--- config.mk ---
export PLATFORM = sky130hd
export DESIGN_NAME = arsa_top
export DESIGN_NICKNAME = d
export VERILOG_FILES = /design/src/rtl/arsa_pkg.sv /design/src/rtl/arsa_rewrite.sv /design/src/rtl/arsa_top.sv
export SDC_FILE = /design/constraint.sdc
export NUM_CORES = 2
export LEC_CHECK = 0
export BUFFER_PORTS_ARGS = -buffer_cell sky130_fd_sc_hd__buf_2
export CAP_MARGIN = 20
export CORE_MARGIN = 2
export CORE_UTILIZATION = 30
export DETAILED_ROUTE_END_ITERATION = 10
export PLACE_DENSITY = 0.51
export SLEW_MARGIN = 10
export SYNTH_ARGS = -nofsm -noshare
export SYNTH_HDL_FRONTEND = slang
export SYNTH_SLANG_ARGS = --single-unit
export TNS_END_PERCENT = 5
--- constraint.sdc ---
create_clock -name hclk -period 8.1 [get_ports hclk]
set_input_delay 1.215 -clock hclk [delete_from_list [all_inputs] [get_ports hclk]]
set_output_delay 1.215 -clock hclk [all_outputs]
set_load 0.03 [all_outputs]
--- src/rtl/arsa_pkg.sv ---
/*
 * Shared constants and carriers for the access-list route and swap action block.
 * Assumes the register bus is AHB-Lite with 32-bit data and word-aligned registers.
 */
package arsa_pkg;

    // Widths of frame and action fields.
    localparam int MODE_W = 4;
    localparam int MAC_W = 48;
    localparam int IP_W = 128;
    localparam int KEY_W = 96;
    localparam int DOM_W = 2;
    localparam int POL_W = 10;
    localparam int PT_W = 6;
    localparam int HOP_W = 8;
    localparam int OFS_W = 6;
    localparam int SIP_DEPTH_DEF = 4;

    // Register byte offsets.
    localparam logic [11:0] CTRL_OFS = 12'h000;
    localparam logic [11:0] DEFACT_OFS = 12'h004;
    localparam logic [11:0] DEFMLO_OFS = 12'h008;
    localparam logic [11:0] DEFMHI_OFS = 12'h00c;
    localparam logic [11:0] SWAPC_OFS = 12'h010;
    localparam logic [11:0] HIT0_OFS = 12'h014;
    localparam logic [11:0] HIT1_OFS = 12'h018;
    localparam logic [11:0] STAT_OFS = 12'h01c;
    localparam logic [11:0] SIP_OFS = 12'h040;

    // Field positions inside the registers.
    localparam int CTRL_EN0 = 0;
    localparam int CTRL_EN1 = 1;
    localparam int CTRL_SEL0 = 2;
    localparam int CTRL_SEL1 = 3;
    localparam int DA_MODE_LSB = 0;
    localparam int DA_DOM_LSB = 4;
    localparam int DA_HOP = 6;
    localparam int DA_SEQ = 7;
    localparam int SC_HOP_LSB = 0;
    localparam int SC_OFS_LSB = 8;

    // Reset values.
    localparam logic [31:0] CTRL_RST = 32'h0000_0000;
    localparam logic [31:0] DEFACT_RST = 32'h0000_0000;
    localparam logic [31:0] DEFMAC_RST = 32'h0000_0000;
    localparam logic [31:0] SWAPC_RST = 32'h0000_0040;

    // Address and mode field positions.
    localparam int MAC_MC_BIT = 40;
    localparam logic [3:0] IP4_MC = 4'he;
    localparam logic [7:0] IP6_MC = 8'hff;
    localparam int RS_UC = 0;
    localparam int RS_MC = 1;
    localparam int RS_OVL = 2;
    localparam int RS_SWAP = 3;
    localparam logic [MODE_W-1:0] MODE_DMAC_REPL = 4'h8;
    localparam int AM_PT_EN = 0;
    localparam int AM_PT_LSB = 1;
    localparam int AM_POL_EN = 16;
    localparam int AM_POL_LSB = 17;

    typedef enum logic [2:0] {
        SUB_DMAC = 3'b000,
        SUB_SMAC = 3'b001,
        SUB_MSWAP = 3'b010,
        SUB_MSWAP_UC = 3'b011,
        SUB_BSWAP = 3'b100,
        SUB_BSWAP_UC = 3'b101,
        SUB_ISWAP = 3'b110,
        SUB_SMAC_ISWAP = 3'b111
    } arsa_sub_t;

    typedef enum logic [1:0] {
        ST_IDLE = 2'b00,
        ST_LK0 = 2'b01,
        ST_LK1 = 2'b10,
        ST_OUT = 2'b11
    } arsa_state_t;

    typedef struct packed {
        logic [MODE_W-1:0] mode;
        logic [MAC_W-1:0] mac;
        logic [DOM_W-1:0] dom;
        logic hop;
        logic seq;
    } arsa_action_t;

    typedef struct packed {
        logic [MAC_W-1:0] dmac;
        logic [MAC_W-1:0] smac;
        logic [IP_W-1:0] dip;
        logic [IP_W-1:0] sip;
        logic ipv6;
        logic sam_seq;
        logic [POL_W-1:0] pol;
    } arsa_frame_t;

    typedef struct packed {
        logic uc_route;
        logic mc_route;
        logic pt_en;
        logic [PT_W-1:0] pt_idx;
        logic pol_en;
        logic [POL_W-1:0] pol_idx;
        logic [DOM_W-1:0] dom;
        logic hop_preset;
        logic hop_dec;
        logic [HOP_W-1:0] hop_val;
    } arsa_ctl_t;

endpackage

--- src/rtl/arsa_rewrite.sv ---
/*
 * Decodes the route/swap mode of one chosen action into rewritten addresses and controls.
 * Assumes its caller registers the results; this module is purely combinational.
 */
`timescale 1ns/10ps
module arsa_rewrite
(
    // Frame and action
    input wire arsa_pkg::arsa_frame_t frame_i,
    input wire arsa_pkg::arsa_action_t act,
    input wire logic [arsa_pkg::IP_W-1:0] tab_sip,
    // Configuration
    input wire logic [arsa_pkg::HOP_W-1:0] hop_val,
    input wire logic [arsa_pkg::OFS_W-1:0] repl_bits,
    // Results
    output arsa_pkg::arsa_frame_t frame_o,
    output arsa_pkg::arsa_ctl_t ctl_o
);
    // A sequence-only action leaves frames of other classes untouched.
    wire seq_skip = act.seq && act.mode != arsa_pkg::MODE_DMAC_REPL && !frame_i.sam_seq;
    wire [arsa_pkg::MODE_W-1:0] mode = seq_skip ? '0 : act.mode;
    wire swp = mode[arsa_pkg::RS_SWAP];
    wire route = !swp;
    wire ovl = route && mode[arsa_pkg::RS_OVL];
    wire [2:0] sub = mode[2:0];
    wire [arsa_pkg::MAC_W-1:0] amac = act.mac;
    // The new SMAC or SIP after a swap is the old DMAC or DIP, so one test covers both.
    wire dmac_mc = frame_i.dmac[arsa_pkg::MAC_MC_BIT];
    wire dip_mc = frame_i.ipv6 ? frame_i.dip[127:120] == arsa_pkg::IP6_MC
                                : frame_i.dip[31:28] == arsa_pkg::IP4_MC;
    wire two_swap = sub == arsa_pkg::SUB_MSWAP || sub == arsa_pkg::SUB_BSWAP;
    wire uc_swap = sub == arsa_pkg::SUB_MSWAP_UC || sub == arsa_pkg::SUB_BSWAP_UC;
    wire mac_swap = swp && (two_swap || (uc_swap && !dmac_mc));
    wire dmac_repl = swp && sub == arsa_pkg::SUB_DMAC;
    wire smac_repl = swp && (sub == arsa_pkg::SUB_SMAC || sub == arsa_pkg::SUB_SMAC_ISWAP
                             || ((two_swap || uc_swap) && dmac_mc));
    wire ip_swap = swp && (sub == arsa_pkg::SUB_BSWAP || sub == arsa_pkg::SUB_ISWAP
                           || sub == arsa_pkg::SUB_SMAC_ISWAP
                           || (sub == arsa_pkg::SUB_BSWAP_UC && !dip_mc));
    wire sip_repl = swp && sub[2] && dip_mc;
    // Partial replacement takes the selected count of top DMAC bits from the action MAC and keeps the rest.
    wire part = act.mode == arsa_pkg::MODE_DMAC_REPL && act.seq;
    wire [arsa_pkg::MAC_W-1:0] pmask = ~({arsa_pkg::MAC_W{1'b1}} >> repl_bits);
    wire [arsa_pkg::MAC_W-1:0] dmac_new = part ? ((frame_i.dmac & ~pmask) | (amac & pmask))
                                               : amac;

    assign frame_o.dmac = dmac_repl ? dmac_new : mac_swap ? frame_i.smac : frame_i.dmac;
    assign frame_o.smac = smac_repl ? amac : mac_swap ? frame_i.dmac : frame_i.smac;
    assign frame_o.sip = sip_repl ? tab_sip : ip_swap ? frame_i.dip : frame_i.sip;
    assign frame_o.dip = ip_swap ? frame_i.sip : frame_i.dip;
    assign frame_o.ipv6 = frame_i.ipv6;
    assign frame_o.sam_seq = frame_i.sam_seq;
    assign frame_o.pol = frame_i.pol;

    assign ctl_o.uc_route = route && mode[arsa_pkg::RS_UC];
    assign ctl_o.mc_route = route && mode[arsa_pkg::RS_MC];
    assign ctl_o.pt_en = ovl && amac[arsa_pkg::AM_PT_EN];
    assign ctl_o.pt_idx = ovl ? amac[arsa_pkg::AM_PT_LSB +: arsa_pkg::PT_W] : '0;
    assign ctl_o.pol_en = ovl && amac[arsa_pkg::AM_POL_EN];
    assign ctl_o.pol_idx = ctl_o.pol_en ? amac[arsa_pkg::AM_POL_LSB +: arsa_pkg::POL_W] : '0;
    assign ctl_o.dom = act.dom;
    assign ctl_o.hop_preset = act.hop && swp && sub[2];
    assign ctl_o.hop_dec = act.hop && !ctl_o.hop_preset;
    assign ctl_o.hop_val = hop_val;
endmodule

--- src/rtl/arsa_top.sv ---
/*
 * Access-list action stage: two keyed lookups, hit statistics, action choice and rewrite.
 * Assumes an external matcher that answers a lookup request in the same cycle and
 * an AHB-Lite master issuing single word transfers.
 */
// Implementation choices: the register addresses and the AHB-Lite register port.
// Contract
// - Choose each lookup's key from configured selection.
// - Build keys and run two lookups.
// - Count hits per lookup.
// - Matched action, else configured default action.
// - Four-bit mode; zero changes nothing.
// - Routing bit 0 enables unicast routing.
// - Routing bit 1 enables multicast routing.
// - Routing bit 2 overloads the action MAC.
// - Swap mode decodes low three bits.
// - Sub-modes 0,1 replace DMAC, SMAC from MAC.
// - Sub-mode 2 swaps; multicast SMAC replaced.
// - Sub-mode 3 swaps only unicast DMAC.
// - Sub-mode 4 swaps MACs and IPs.
// - Sub-mode 5 swaps each pair when unicast.
// - Sub-mode 6 swaps IPs only.
// - Sub-mode 7 replaces SMAC, swaps IPs.
// - New SIP comes from policer-indexed table.
// - Action MAC is the written address.
// - Overloaded bits give pass-through override, index.
// - Bit 16 enables bits 26:17 policer.
// - Domain select picks timing configuration.
// - Swap sub-modes 4-7 preset hop count.
// - Mode 8 with sequence bit: partial DMAC.
`timescale 1ns/10ps
module arsa_top #(
    parameter int SIP_DEPTH = arsa_pkg::SIP_DEPTH_DEF,
    parameter int CNT_W = 32
)
(
    // Clock and reset
    input wire logic hclk,
    input wire logic hresetn,
    // AHB-Lite slave
    input wire logic hsel,
    input wire logic [31:0] haddr,
    input wire logic [1:0] htrans,
    input wire logic hwrite,
    input wire logic [2:0] hsize,
    input wire logic [31:0] hwdata,
    input wire logic hready,
    output logic hreadyout,
    output logic hresp,
    output logic [31:0] hrdata,
    // Frame from the classifier
    input wire logic in_valid,
    input wire arsa_pkg::arsa_frame_t in_frame,
    output logic in_ready,
    // Matcher lookup
    output logic lk_req,
    output logic lk_num,
    output logic [arsa_pkg::KEY_W-1:0] lk_key,
    input wire logic lk_hit,
    input wire arsa_pkg::arsa_action_t lk_action,
    // Result to forwarding and rewriter
    output logic out_valid,
    output arsa_pkg::arsa_frame_t out_frame,
    output arsa_pkg::arsa_ctl_t out_ctl,
    input wire logic out_ready
);
    localparam int IDX_W = (SIP_DEPTH > 1) ? $clog2(SIP_DEPTH) : 1;

    arsa_pkg::arsa_state_t state;
    arsa_pkg::arsa_frame_t fr;
    arsa_pkg::arsa_action_t act0;
    arsa_pkg::arsa_action_t act1;
    logic hit0;
    logic hit1;
    logic [31:0] ctrl;
    logic [31:0] def_act;
    logic [31:0] def_mlo;
    logic [15:0] def_mhi;
    logic [31:0] swap_ctrl;
    logic [CNT_W-1:0] cnt0;
    logic [CNT_W-1:0] cnt1;
    logic [3:0][31:0] sip_tab [SIP_DEPTH];
    logic dp_wr;
    logic [11:0] dp_addr;
    logic [31:0] rd_data;

    // Keys: selection 0 gives the MAC pair, 1 the low 48 bits of the IP pair.
    function automatic logic [arsa_pkg::KEY_W-1:0] mk_key(arsa_pkg::arsa_frame_t f, logic sel);
        mk_key = sel ? {f.dip[47:0], f.sip[47:0]} : {f.dmac, f.smac};
    endfunction

    // Bus address phase and write decode.
    wire ap_valid = hsel && htrans[1] && hready;
    wire wr_ctrl = dp_wr && dp_addr == arsa_pkg::CTRL_OFS;
    wire wr_dact = dp_wr && dp_addr == arsa_pkg::DEFACT_OFS;
    wire wr_dmlo = dp_wr && dp_addr == arsa_pkg::DEFMLO_OFS;
    wire wr_dmhi = dp_wr && dp_addr == arsa_pkg::DEFMHI_OFS;
    wire wr_swpc = dp_wr && dp_addr == arsa_pkg::SWAPC_OFS;
    wire clr0 = dp_wr && dp_addr == arsa_pkg::HIT0_OFS;
    wire clr1 = dp_wr && dp_addr == arsa_pkg::HIT1_OFS;
    wire [11:0] rd_addr = haddr[11:0];
    wire [11:0] rd_rel = rd_addr - arsa_pkg::SIP_OFS;
    wire rd_in_tab = rd_addr >= arsa_pkg::SIP_OFS && rd_rel[11:4] < 8'(SIP_DEPTH);

    wire arsa_pkg::arsa_action_t dflt = '{
        mode: def_act[arsa_pkg::DA_MODE_LSB +: arsa_pkg::MODE_W],
        mac: {def_mhi, def_mlo},
        dom: def_act[arsa_pkg::DA_DOM_LSB +: arsa_pkg::DOM_W],
        hop: def_act[arsa_pkg::DA_HOP],
        seq: def_act[arsa_pkg::DA_SEQ]
    };
    wire en0 = ctrl[arsa_pkg::CTRL_EN0];
    wire en1 = ctrl[arsa_pkg::CTRL_EN1];
    // Lookup 1 takes precedence when both hit.
    wire arsa_pkg::arsa_action_t sel_act = hit1 ? act1 : hit0 ? act0 : dflt;
    wire [IDX_W-1:0] sip_idx = fr.pol[IDX_W-1:0];
    wire [arsa_pkg::IP_W-1:0] tab_sip = sip_tab[sip_idx];
    wire load = state == arsa_pkg::ST_OUT && !out_valid;
    wire take = state == arsa_pkg::ST_IDLE && in_valid && in_ready;
    wire hit_now = lk_req && lk_hit;

    arsa_pkg::arsa_frame_t rw_frame;
    arsa_pkg::arsa_ctl_t rw_ctl;

    arsa_rewrite arsa_rewrite_i (
        .frame_i(fr),
        .act(sel_act),
        .tab_sip(tab_sip),
        .hop_val(swap_ctrl[arsa_pkg::SC_HOP_LSB +: arsa_pkg::HOP_W]),
        .repl_bits(swap_ctrl[arsa_pkg::SC_OFS_LSB +: arsa_pkg::OFS_W]),
        .frame_o(rw_frame),
        .ctl_o(rw_ctl)
    );

    always_comb
    begin
        rd_data = 32'h0000_0000;
        if (rd_addr == arsa_pkg::CTRL_OFS)
            rd_data = ctrl;
        else if (rd_addr == arsa_pkg::DEFACT_OFS)
            rd_data = def_act;
        else if (rd_addr == arsa_pkg::DEFMLO_OFS)
            rd_data = def_mlo;
        else if (rd_addr == arsa_pkg::DEFMHI_OFS)
            rd_data = {16'h0000, def_mhi};
        else if (rd_addr == arsa_pkg::SWAPC_OFS)
            rd_data = swap_ctrl;
        else if (rd_addr == arsa_pkg::HIT0_OFS)
            rd_data = 32'(cnt0);
        else if (rd_addr == arsa_pkg::HIT1_OFS)
            rd_data = 32'(cnt1);
        else if (rd_addr == arsa_pkg::STAT_OFS)
            rd_data = {28'h0000000, hit1, hit0, state};
        else if (rd_in_tab)
            rd_data = sip_tab[rd_rel[IDX_W+3:4]][rd_rel[3:2]];
    end

    always_ff @(posedge hclk or negedge hresetn)
    begin
        if (!hresetn)
        begin
            dp_wr <= 1'b0;
            dp_addr <= 12'h000;
            hrdata <= 32'h0000_0000;
        end
        else if (hready)
        begin
            dp_wr <= ap_valid && hwrite;
            dp_addr <= haddr[11:0];
            if (ap_valid && !hwrite)
                hrdata <= rd_data;
        end
    end

    // The slave never stretches a transfer and never signals an error.
    always_ff @(posedge hclk or negedge hresetn)
    begin
        if (!hresetn)
        begin
            hreadyout <= 1'b0;
            hresp <= 1'b0;
        end
        else
        begin
            hreadyout <= 1'b1;
            hresp <= 1'b0;
        end
    end

    always_ff @(posedge hclk or negedge hresetn)
    begin
        if (!hresetn)
        begin
            ctrl <= arsa_pkg::CTRL_RST;
            def_act <= arsa_pkg::DEFACT_RST;
            def_mlo <= arsa_pkg::DEFMAC_RST;
            def_mhi <= arsa_pkg::DEFMAC_RST[15:0];
            swap_ctrl <= arsa_pkg::SWAPC_RST;
        end
        else
        begin
            if (wr_ctrl)
                ctrl <= hwdata;
            if (wr_dact)
                def_act <= hwdata;
            if (wr_dmlo)
                def_mlo <= hwdata;
            if (wr_dmhi)
                def_mhi <= hwdata[15:0];
            if (wr_swpc)
                swap_ctrl <= hwdata;
        end
    end

    genvar gi;
    generate
        for (gi = 0; gi < SIP_DEPTH * 4; gi++)
        begin : g_sip
            wire wr_w = dp_wr && dp_addr == arsa_pkg::SIP_OFS + 12'(gi * 4);
            always_ff @(posedge hclk or negedge hresetn)
            begin
                if (!hresetn)
                    sip_tab[gi / 4][gi % 4] <= 32'h0000_0000;
                else if (wr_w)
                    sip_tab[gi / 4][gi % 4] <= hwdata;
            end
        end
    endgenerate

    // A hit in the same cycle as a software clear still counts.
    always_ff @(posedge hclk or negedge hresetn)
    begin
        if (!hresetn)
        begin
            cnt0 <= '0;
            cnt1 <= '0;
        end
        else
        begin
            if (state == arsa_pkg::ST_LK0 && hit_now)
                cnt0 <= (clr0 ? '0 : cnt0) + 1'b1;
            else if (clr0)
                cnt0 <= '0;
            if (state == arsa_pkg::ST_LK1 && hit_now)
                cnt1 <= (clr1 ? '0 : cnt1) + 1'b1;
            else if (clr1)
                cnt1 <= '0;
        end
    end

    always_ff @(posedge hclk or negedge hresetn)
    begin
        if (!hresetn)
        begin
            state <= arsa_pkg::ST_IDLE;
            in_ready <= 1'b0;
            lk_req <= 1'b0;
            lk_num <= 1'b0;
            lk_key <= '0;
            fr <= '0;
            hit0 <= 1'b0;
            hit1 <= 1'b0;
            act0 <= '0;
            act1 <= '0;
            out_valid <= 1'b0;
            out_frame <= '0;
            out_ctl <= '0;
        end
        else
        begin
            case (state)
                arsa_pkg::ST_IDLE:
                begin
                    in_ready <= 1'b1;
                    if (take)
                    begin
                        in_ready <= 1'b0;
                        fr <= in_frame;
                        lk_req <= en0;
                        lk_num <= 1'b0;
                        lk_key <= mk_key(in_frame, ctrl[arsa_pkg::CTRL_SEL0]);
                        state <= arsa_pkg::ST_LK0;
                    end
                end
                arsa_pkg::ST_LK0:
                begin
                    hit0 <= hit_now;
                    act0 <= hit_now ? lk_action : dflt;
                    lk_req <= en1;
                    lk_num <= 1'b1;
                    lk_key <= mk_key(fr, ctrl[arsa_pkg::CTRL_SEL1]);
                    state <= arsa_pkg::ST_LK1;
                end
                arsa_pkg::ST_LK1:
                begin
                    hit1 <= hit_now;
                    act1 <= hit_now ? lk_action : dflt;
                    lk_req <= 1'b0;
                    state <= arsa_pkg::ST_OUT;
                end
                arsa_pkg::ST_OUT:
                begin
                    if (load)
                    begin
                        out_valid <= 1'b1;
                        out_frame <= rw_frame;
                        out_ctl <= rw_ctl;
                    end
                    else if (out_ready)
                    begin
                        out_valid <= 1'b0;
                        in_ready <= 1'b1;
                        state <= arsa_pkg::ST_IDLE;
                    end
                end
                default:
                    state <= arsa_pkg::ST_IDLE;
            endcase
        end
    end

    // Checks on the sequencing and the decoded results.
    lookup_order_a: assert property (@(posedge hclk) disable iff (!hresetn)
        take |=> state == arsa_pkg::ST_LK0 && lk_req == $past(en0) ##1
                 state == arsa_pkg::ST_LK1 && lk_num ##1 state == arsa_pkg::ST_OUT)
        else $error("lookup sequence broken");

    key_select_a: assert property (@(posedge hclk) disable iff (!hresetn)
        (state == arsa_pkg::ST_LK1 && !$past(wr_ctrl))
        |-> lk_key == mk_key(fr, ctrl[arsa_pkg::CTRL_SEL1]))
        else $error("second key uses wrong selection");

    hit_count_a: assert property (@(posedge hclk) disable iff (!hresetn)
        (state == arsa_pkg::ST_LK0 && hit_now && !clr0) |=> cnt0 == $past(cnt0) + 1'b1)
        else $error("hit counter did not advance");

    default_act_a: assert property (@(posedge hclk) disable iff (!hresetn)
        (load && !hit0 && !hit1 && !wr_dact)
        |=> out_valid && out_ctl.dom == def_act[arsa_pkg::DA_DOM_LSB +: arsa_pkg::DOM_W])
        else $error("default action not applied");

    mode_zero_a: assert property (@(posedge hclk) disable iff (!hresetn)
        (load && sel_act.mode == 4'h0)
        |=> out_frame == fr && !out_ctl.uc_route && !out_ctl.mc_route)
        else $error("mode zero altered the frame");

    route_uc_a: assert property (@(posedge hclk) disable iff (!hresetn)
        (load && !sel_act.seq && sel_act.mode == 4'h3)
        |=> out_ctl.uc_route && out_ctl.mc_route && out_frame.dmac == fr.dmac)
        else $error("routing updates not enabled");

    overload_a: assert property (@(posedge hclk) disable iff (!hresetn)
        (load && !sel_act.seq && sel_act.mode == 4'h4 && sel_act.mac[16])
        |=> out_ctl.pol_en && out_ctl.pol_idx == sel_act.mac[26:17]
            && out_ctl.pt_idx == sel_act.mac[6:1])
        else $error("overloaded fields misdecoded");

    dmac_repl_a: assert property (@(posedge hclk) disable iff (!hresetn)
        (load && !sel_act.seq && sel_act.mode == 4'h8)
        |=> out_frame.dmac == sel_act.mac && out_frame.smac == fr.smac)
        else $error("DMAC not replaced");

    mac_swap_a: assert property (@(posedge hclk) disable iff (!hresetn)
        (load && !sel_act.seq && sel_act.mode == 4'ha && !fr.dmac[40])
        |=> out_frame.dmac == fr.smac && out_frame.smac == fr.dmac)
        else $error("MAC swap wrong");

    sip_table_a: assert property (@(posedge hclk) disable iff (!hresetn)
        (load && !sel_act.seq && sel_act.mode == 4'hf && !fr.ipv6 && fr.dip[31:28] == 4'he)
        |=> out_frame.sip == tab_sip && out_frame.smac == sel_act.mac)
        else $error("SIP not taken from table");

    hop_preset_a: assert property (@(posedge hclk) disable iff (!hresetn)
        (load && sel_act.hop && sel_act.mode[3:2] == 2'b11)
        |=> out_ctl.hop_preset && !out_ctl.hop_dec)
        else $error("hop count not preset");
endmodule

==> results.py <==
metrics = {
    "outcome": {
        "outcome": "finished, final reports clean",
    },
    "die": {
        "die_w_um": 534.8,
        "design.core.area_mm2": 0.2799,
        "io_pins": 1027,
        "start_util_pct": 30.20,
        "rows": 194,
        "dieArea_mm2": 0.2860,
        "die_h_um": 534.8,
    },
    "worst_setup_path": {
        "critPathCaptureType": "register",
        "path_cells": "mux2_2, o21ai_1, nor3_2, o31ai_4, buf_4, buf_4, mux2i_1, o21ai_0",
        "critPathArrivalTime_ns": 4.96,
        "crit_top_cell": "buf_4",
        "worst-path-max-fanout": 25,
        "worst-path-buf-inv": 2,
        "max_stage_delay_ns": 0.78,
        "slowest_stage": "dfrtp_4",
        "path_class": "reg -> reg",
        "required_ns": 8.79,
        "start_kind": "register",
        "crit_family": "buffers and inverters",
    },
    "yosys": {
        "synth_seq_cells": 1742,
        "syn-instance-count": 7852,
        "syn_nets": 8356,
        "yosys_warnings": 0,
        "seq_area_frac_synth_pct": 51.58,
        "yosysUniqueCellTypes": 80,
        "yosys_most_used_dff": "dfrtp_1",
        "synth-edff-count": 0,
        "syn_avg_cell_area_um2": 10.76,
        "async_flop_share_pct": 100.0,
        "syn_area_mm2": 0.08451,
    },
    "power": {
        "p_per_area_mw_per_mm2": 359.8,
        "ir_worst_vdd_v": 0.0002468,
        "finalPower_mw": 35.90,
        "leakage_nw": 47.34,
    },
    "placed_design": {
        "place.port_buffers": 1001,
        "dpl_cell_area_mm2": 0.09307,
        "dp_hpwl_um": 284300,
        "gp_congestion": 0.9380,
        "placedCellCount": 12040,
        "dp_slack_ns": 3.293,
    },
    "global_routing": {
        "grt_first_pass_wirelength_um": 538300,
        "first_global_vias": 66300,
        "grtUsageMet3_pct": 6.290,
        "grt_usage_pct": 26.51,
        "grt.busiest_layer": "met2",
        "antenna_found_initial": 79,
        "grt_overflow": 0,
        "use_met2_pct": 41.43,
        "grt_max_degree": 213,
        "globalRouteMet1Util_pct": 33.30,
    },
    "run": {
        "maxCapViolCount": 0,
    },
    "timing": {
        "rsz0062_at_grt": "no",
        "max_freq_mhz": 233.9,
        "layout_setup_ws_ns": 3.825,
        "post-route-min-period_ns": 4.275,
        "worst_pin_slew_ns": 1.320,
        "fin_worst_skew_ns": 0.07488,
        "slew_headroom_pct": 11.39,
        "post-route-period-util_pct": 52.77,
        "setup_tns_ns": 0,
        "setup_viol": 0,
        "hold_viol_final": 0,
        "finalMaxSlewViolations": 0,
    },
    "final_layout": {
        "fillCellCount": 28100,
        "drive_above_1_share_pct": 29.62,
        "finalNetCount": 9033,
        "seqCellArea_mm2": 0.04362,
        "layout_common_cells": "1748 x nand2_1, 1735 x dfrtp_1, 998 x buf_2, 810 x mux2_2, 467 x a21oi_1",
        "multi_input_area_mm2": 0.03846,
        "instances_no_fill": 12430,
        "mostFrequentLayoutCell": "nand2_1",
        "synthToLayoutAreaGrowth_pct": 18.06,
        "stdcell_area_mm2": 0.09977,
    },
    "clock_network": {
        "cts_buffers": 204,
        "post_cts_resized": 0,
        "insertion_delay_ns": 0.88,
        "clock_sinks": 1742,
        "holdBufCountCts": 0,
        "cts_tree": "done",
        "cts_root_buf": "clkbuf_16",
        "cts_buffer_depth": 4,
        "htree_levels": 4,
        "cts_setup_buffers": 0,
        "clk_pin_slew_ns": 0.06,
    },
    "drt": {
        "drc_errors": 0,
        "drt-pass1-iter-count": 6,
        "vias": 68030,
        "drtAntennaViolNets": 0,
        "routedWlPerCell_um": 31.47,
        "routed_wirelength_um": 391200,
        "detail_route.iter0.violations": 6532,
        "viasPerCell": 5.473,
    },
    "min_path": {
        "min_path_type": "in -> async",
    },
}
-- worst reg2reg max path, delay by kind of cell (launching register included) --
family	cells	cell delay [ns]
AO/OA/AOI/OAI	3	1.03
buffers and inverters	2	1.15
flip-flops	1	0.78
AND/OR/NAND/NOR	1	0.20
multiplexers	2	0.96
-- metrics by stage --
stage          utilization [%]  hold WS (ns)
6_report                 35.65        0.2892
5_1_grt                  35.64        0.3090
4_1_cts                  35.60        0.2826
3_5_place_dp             33.25        0.4630
3_3_place_gp             33.25        0.4552
2_1_floorplan                -        0.4386
-- metal layers --
metal / share of wire (%) / wire length, um
met4: 6.9 / 27080
met1: 39 / 154100
met5: 0.085 / 333
met3: 8.0 / 31480
met2: 46 / 178300
-- worst paths after layout --
kind                                     start             end  slack [ns]  depth (start not counted)
worst max-delay path                      hit0  out_frame[170]        3.83                          8
worst min-delay path                   hresetn         fr[268]        0.29                          1
worst max register to register            hit0  out_frame[170]        3.83                          8
worst min register to register  out_frame[255]  out_frame[255]        0.47                          2
max in group asynchronous              hresetn         fr[102]        5.65                          3
min in group hclk               out_frame[255]  out_frame[255]        0.47                          2
-- flip-flops by register name, summed over array words and instances, names as in the netlist, 56 cells and up --
name	cells
act1	56
lk_key	96
sip_tab	512
act0	56
out_frame	364
fr	364
-- synthesized netlist by cell type (all sizes together), types with 49 or more instances --
master / count / share of area, %
a21oi: 469 / 2.8
dfrtp: 1741 / 52
mux4: 247 / 6.6
nor3: 70 / 0.44
mux2: 812 / 11
mux2i: 390 / 4.6
nor2: 384 / 1.7
o21ai: 385 / 2.3
buf: 126 / 0.70
a22oi: 49 / 0.44
a221o: 163 / 1.9
nand2: 1754 / 7.8
clkbuf: 531 / 2.4
nand3: 185 / 1.1
-- final cells by class --
cell class / count / area share (%)
flip-flops and latches: 1742 / 43.71
multi-input cells: 5429 / 38.55
repair buffers: 1128 / 6.322
clock buffers: 302 / 5.947
well taps: 3724 / 4.670
clock inverters: 54 / 0.6358
inverters: 24 / 0.09656
diodes: 27 / 0.06772
-- where the power goes --
part,total (mW),switching (mW),internal (mW)
Sequential,13.6,2.63,10.9
Clock,9.30,3.88,5.42
Combinational,13.0,9.11,3.92
Total,35.9,15.6,20.3
-- cells by family after synthesis --
logic type | synth area share (%)
simple gates | 12.38
flops | 51.58
mux | 22.03
compound gates | 10.10
buf+inv | 3.164
xor+xnor | 0.6203
fa+ha+maj | 0.1169
other cells | 0.008886
Note: power is estimated with default switching activity, not from simulation.
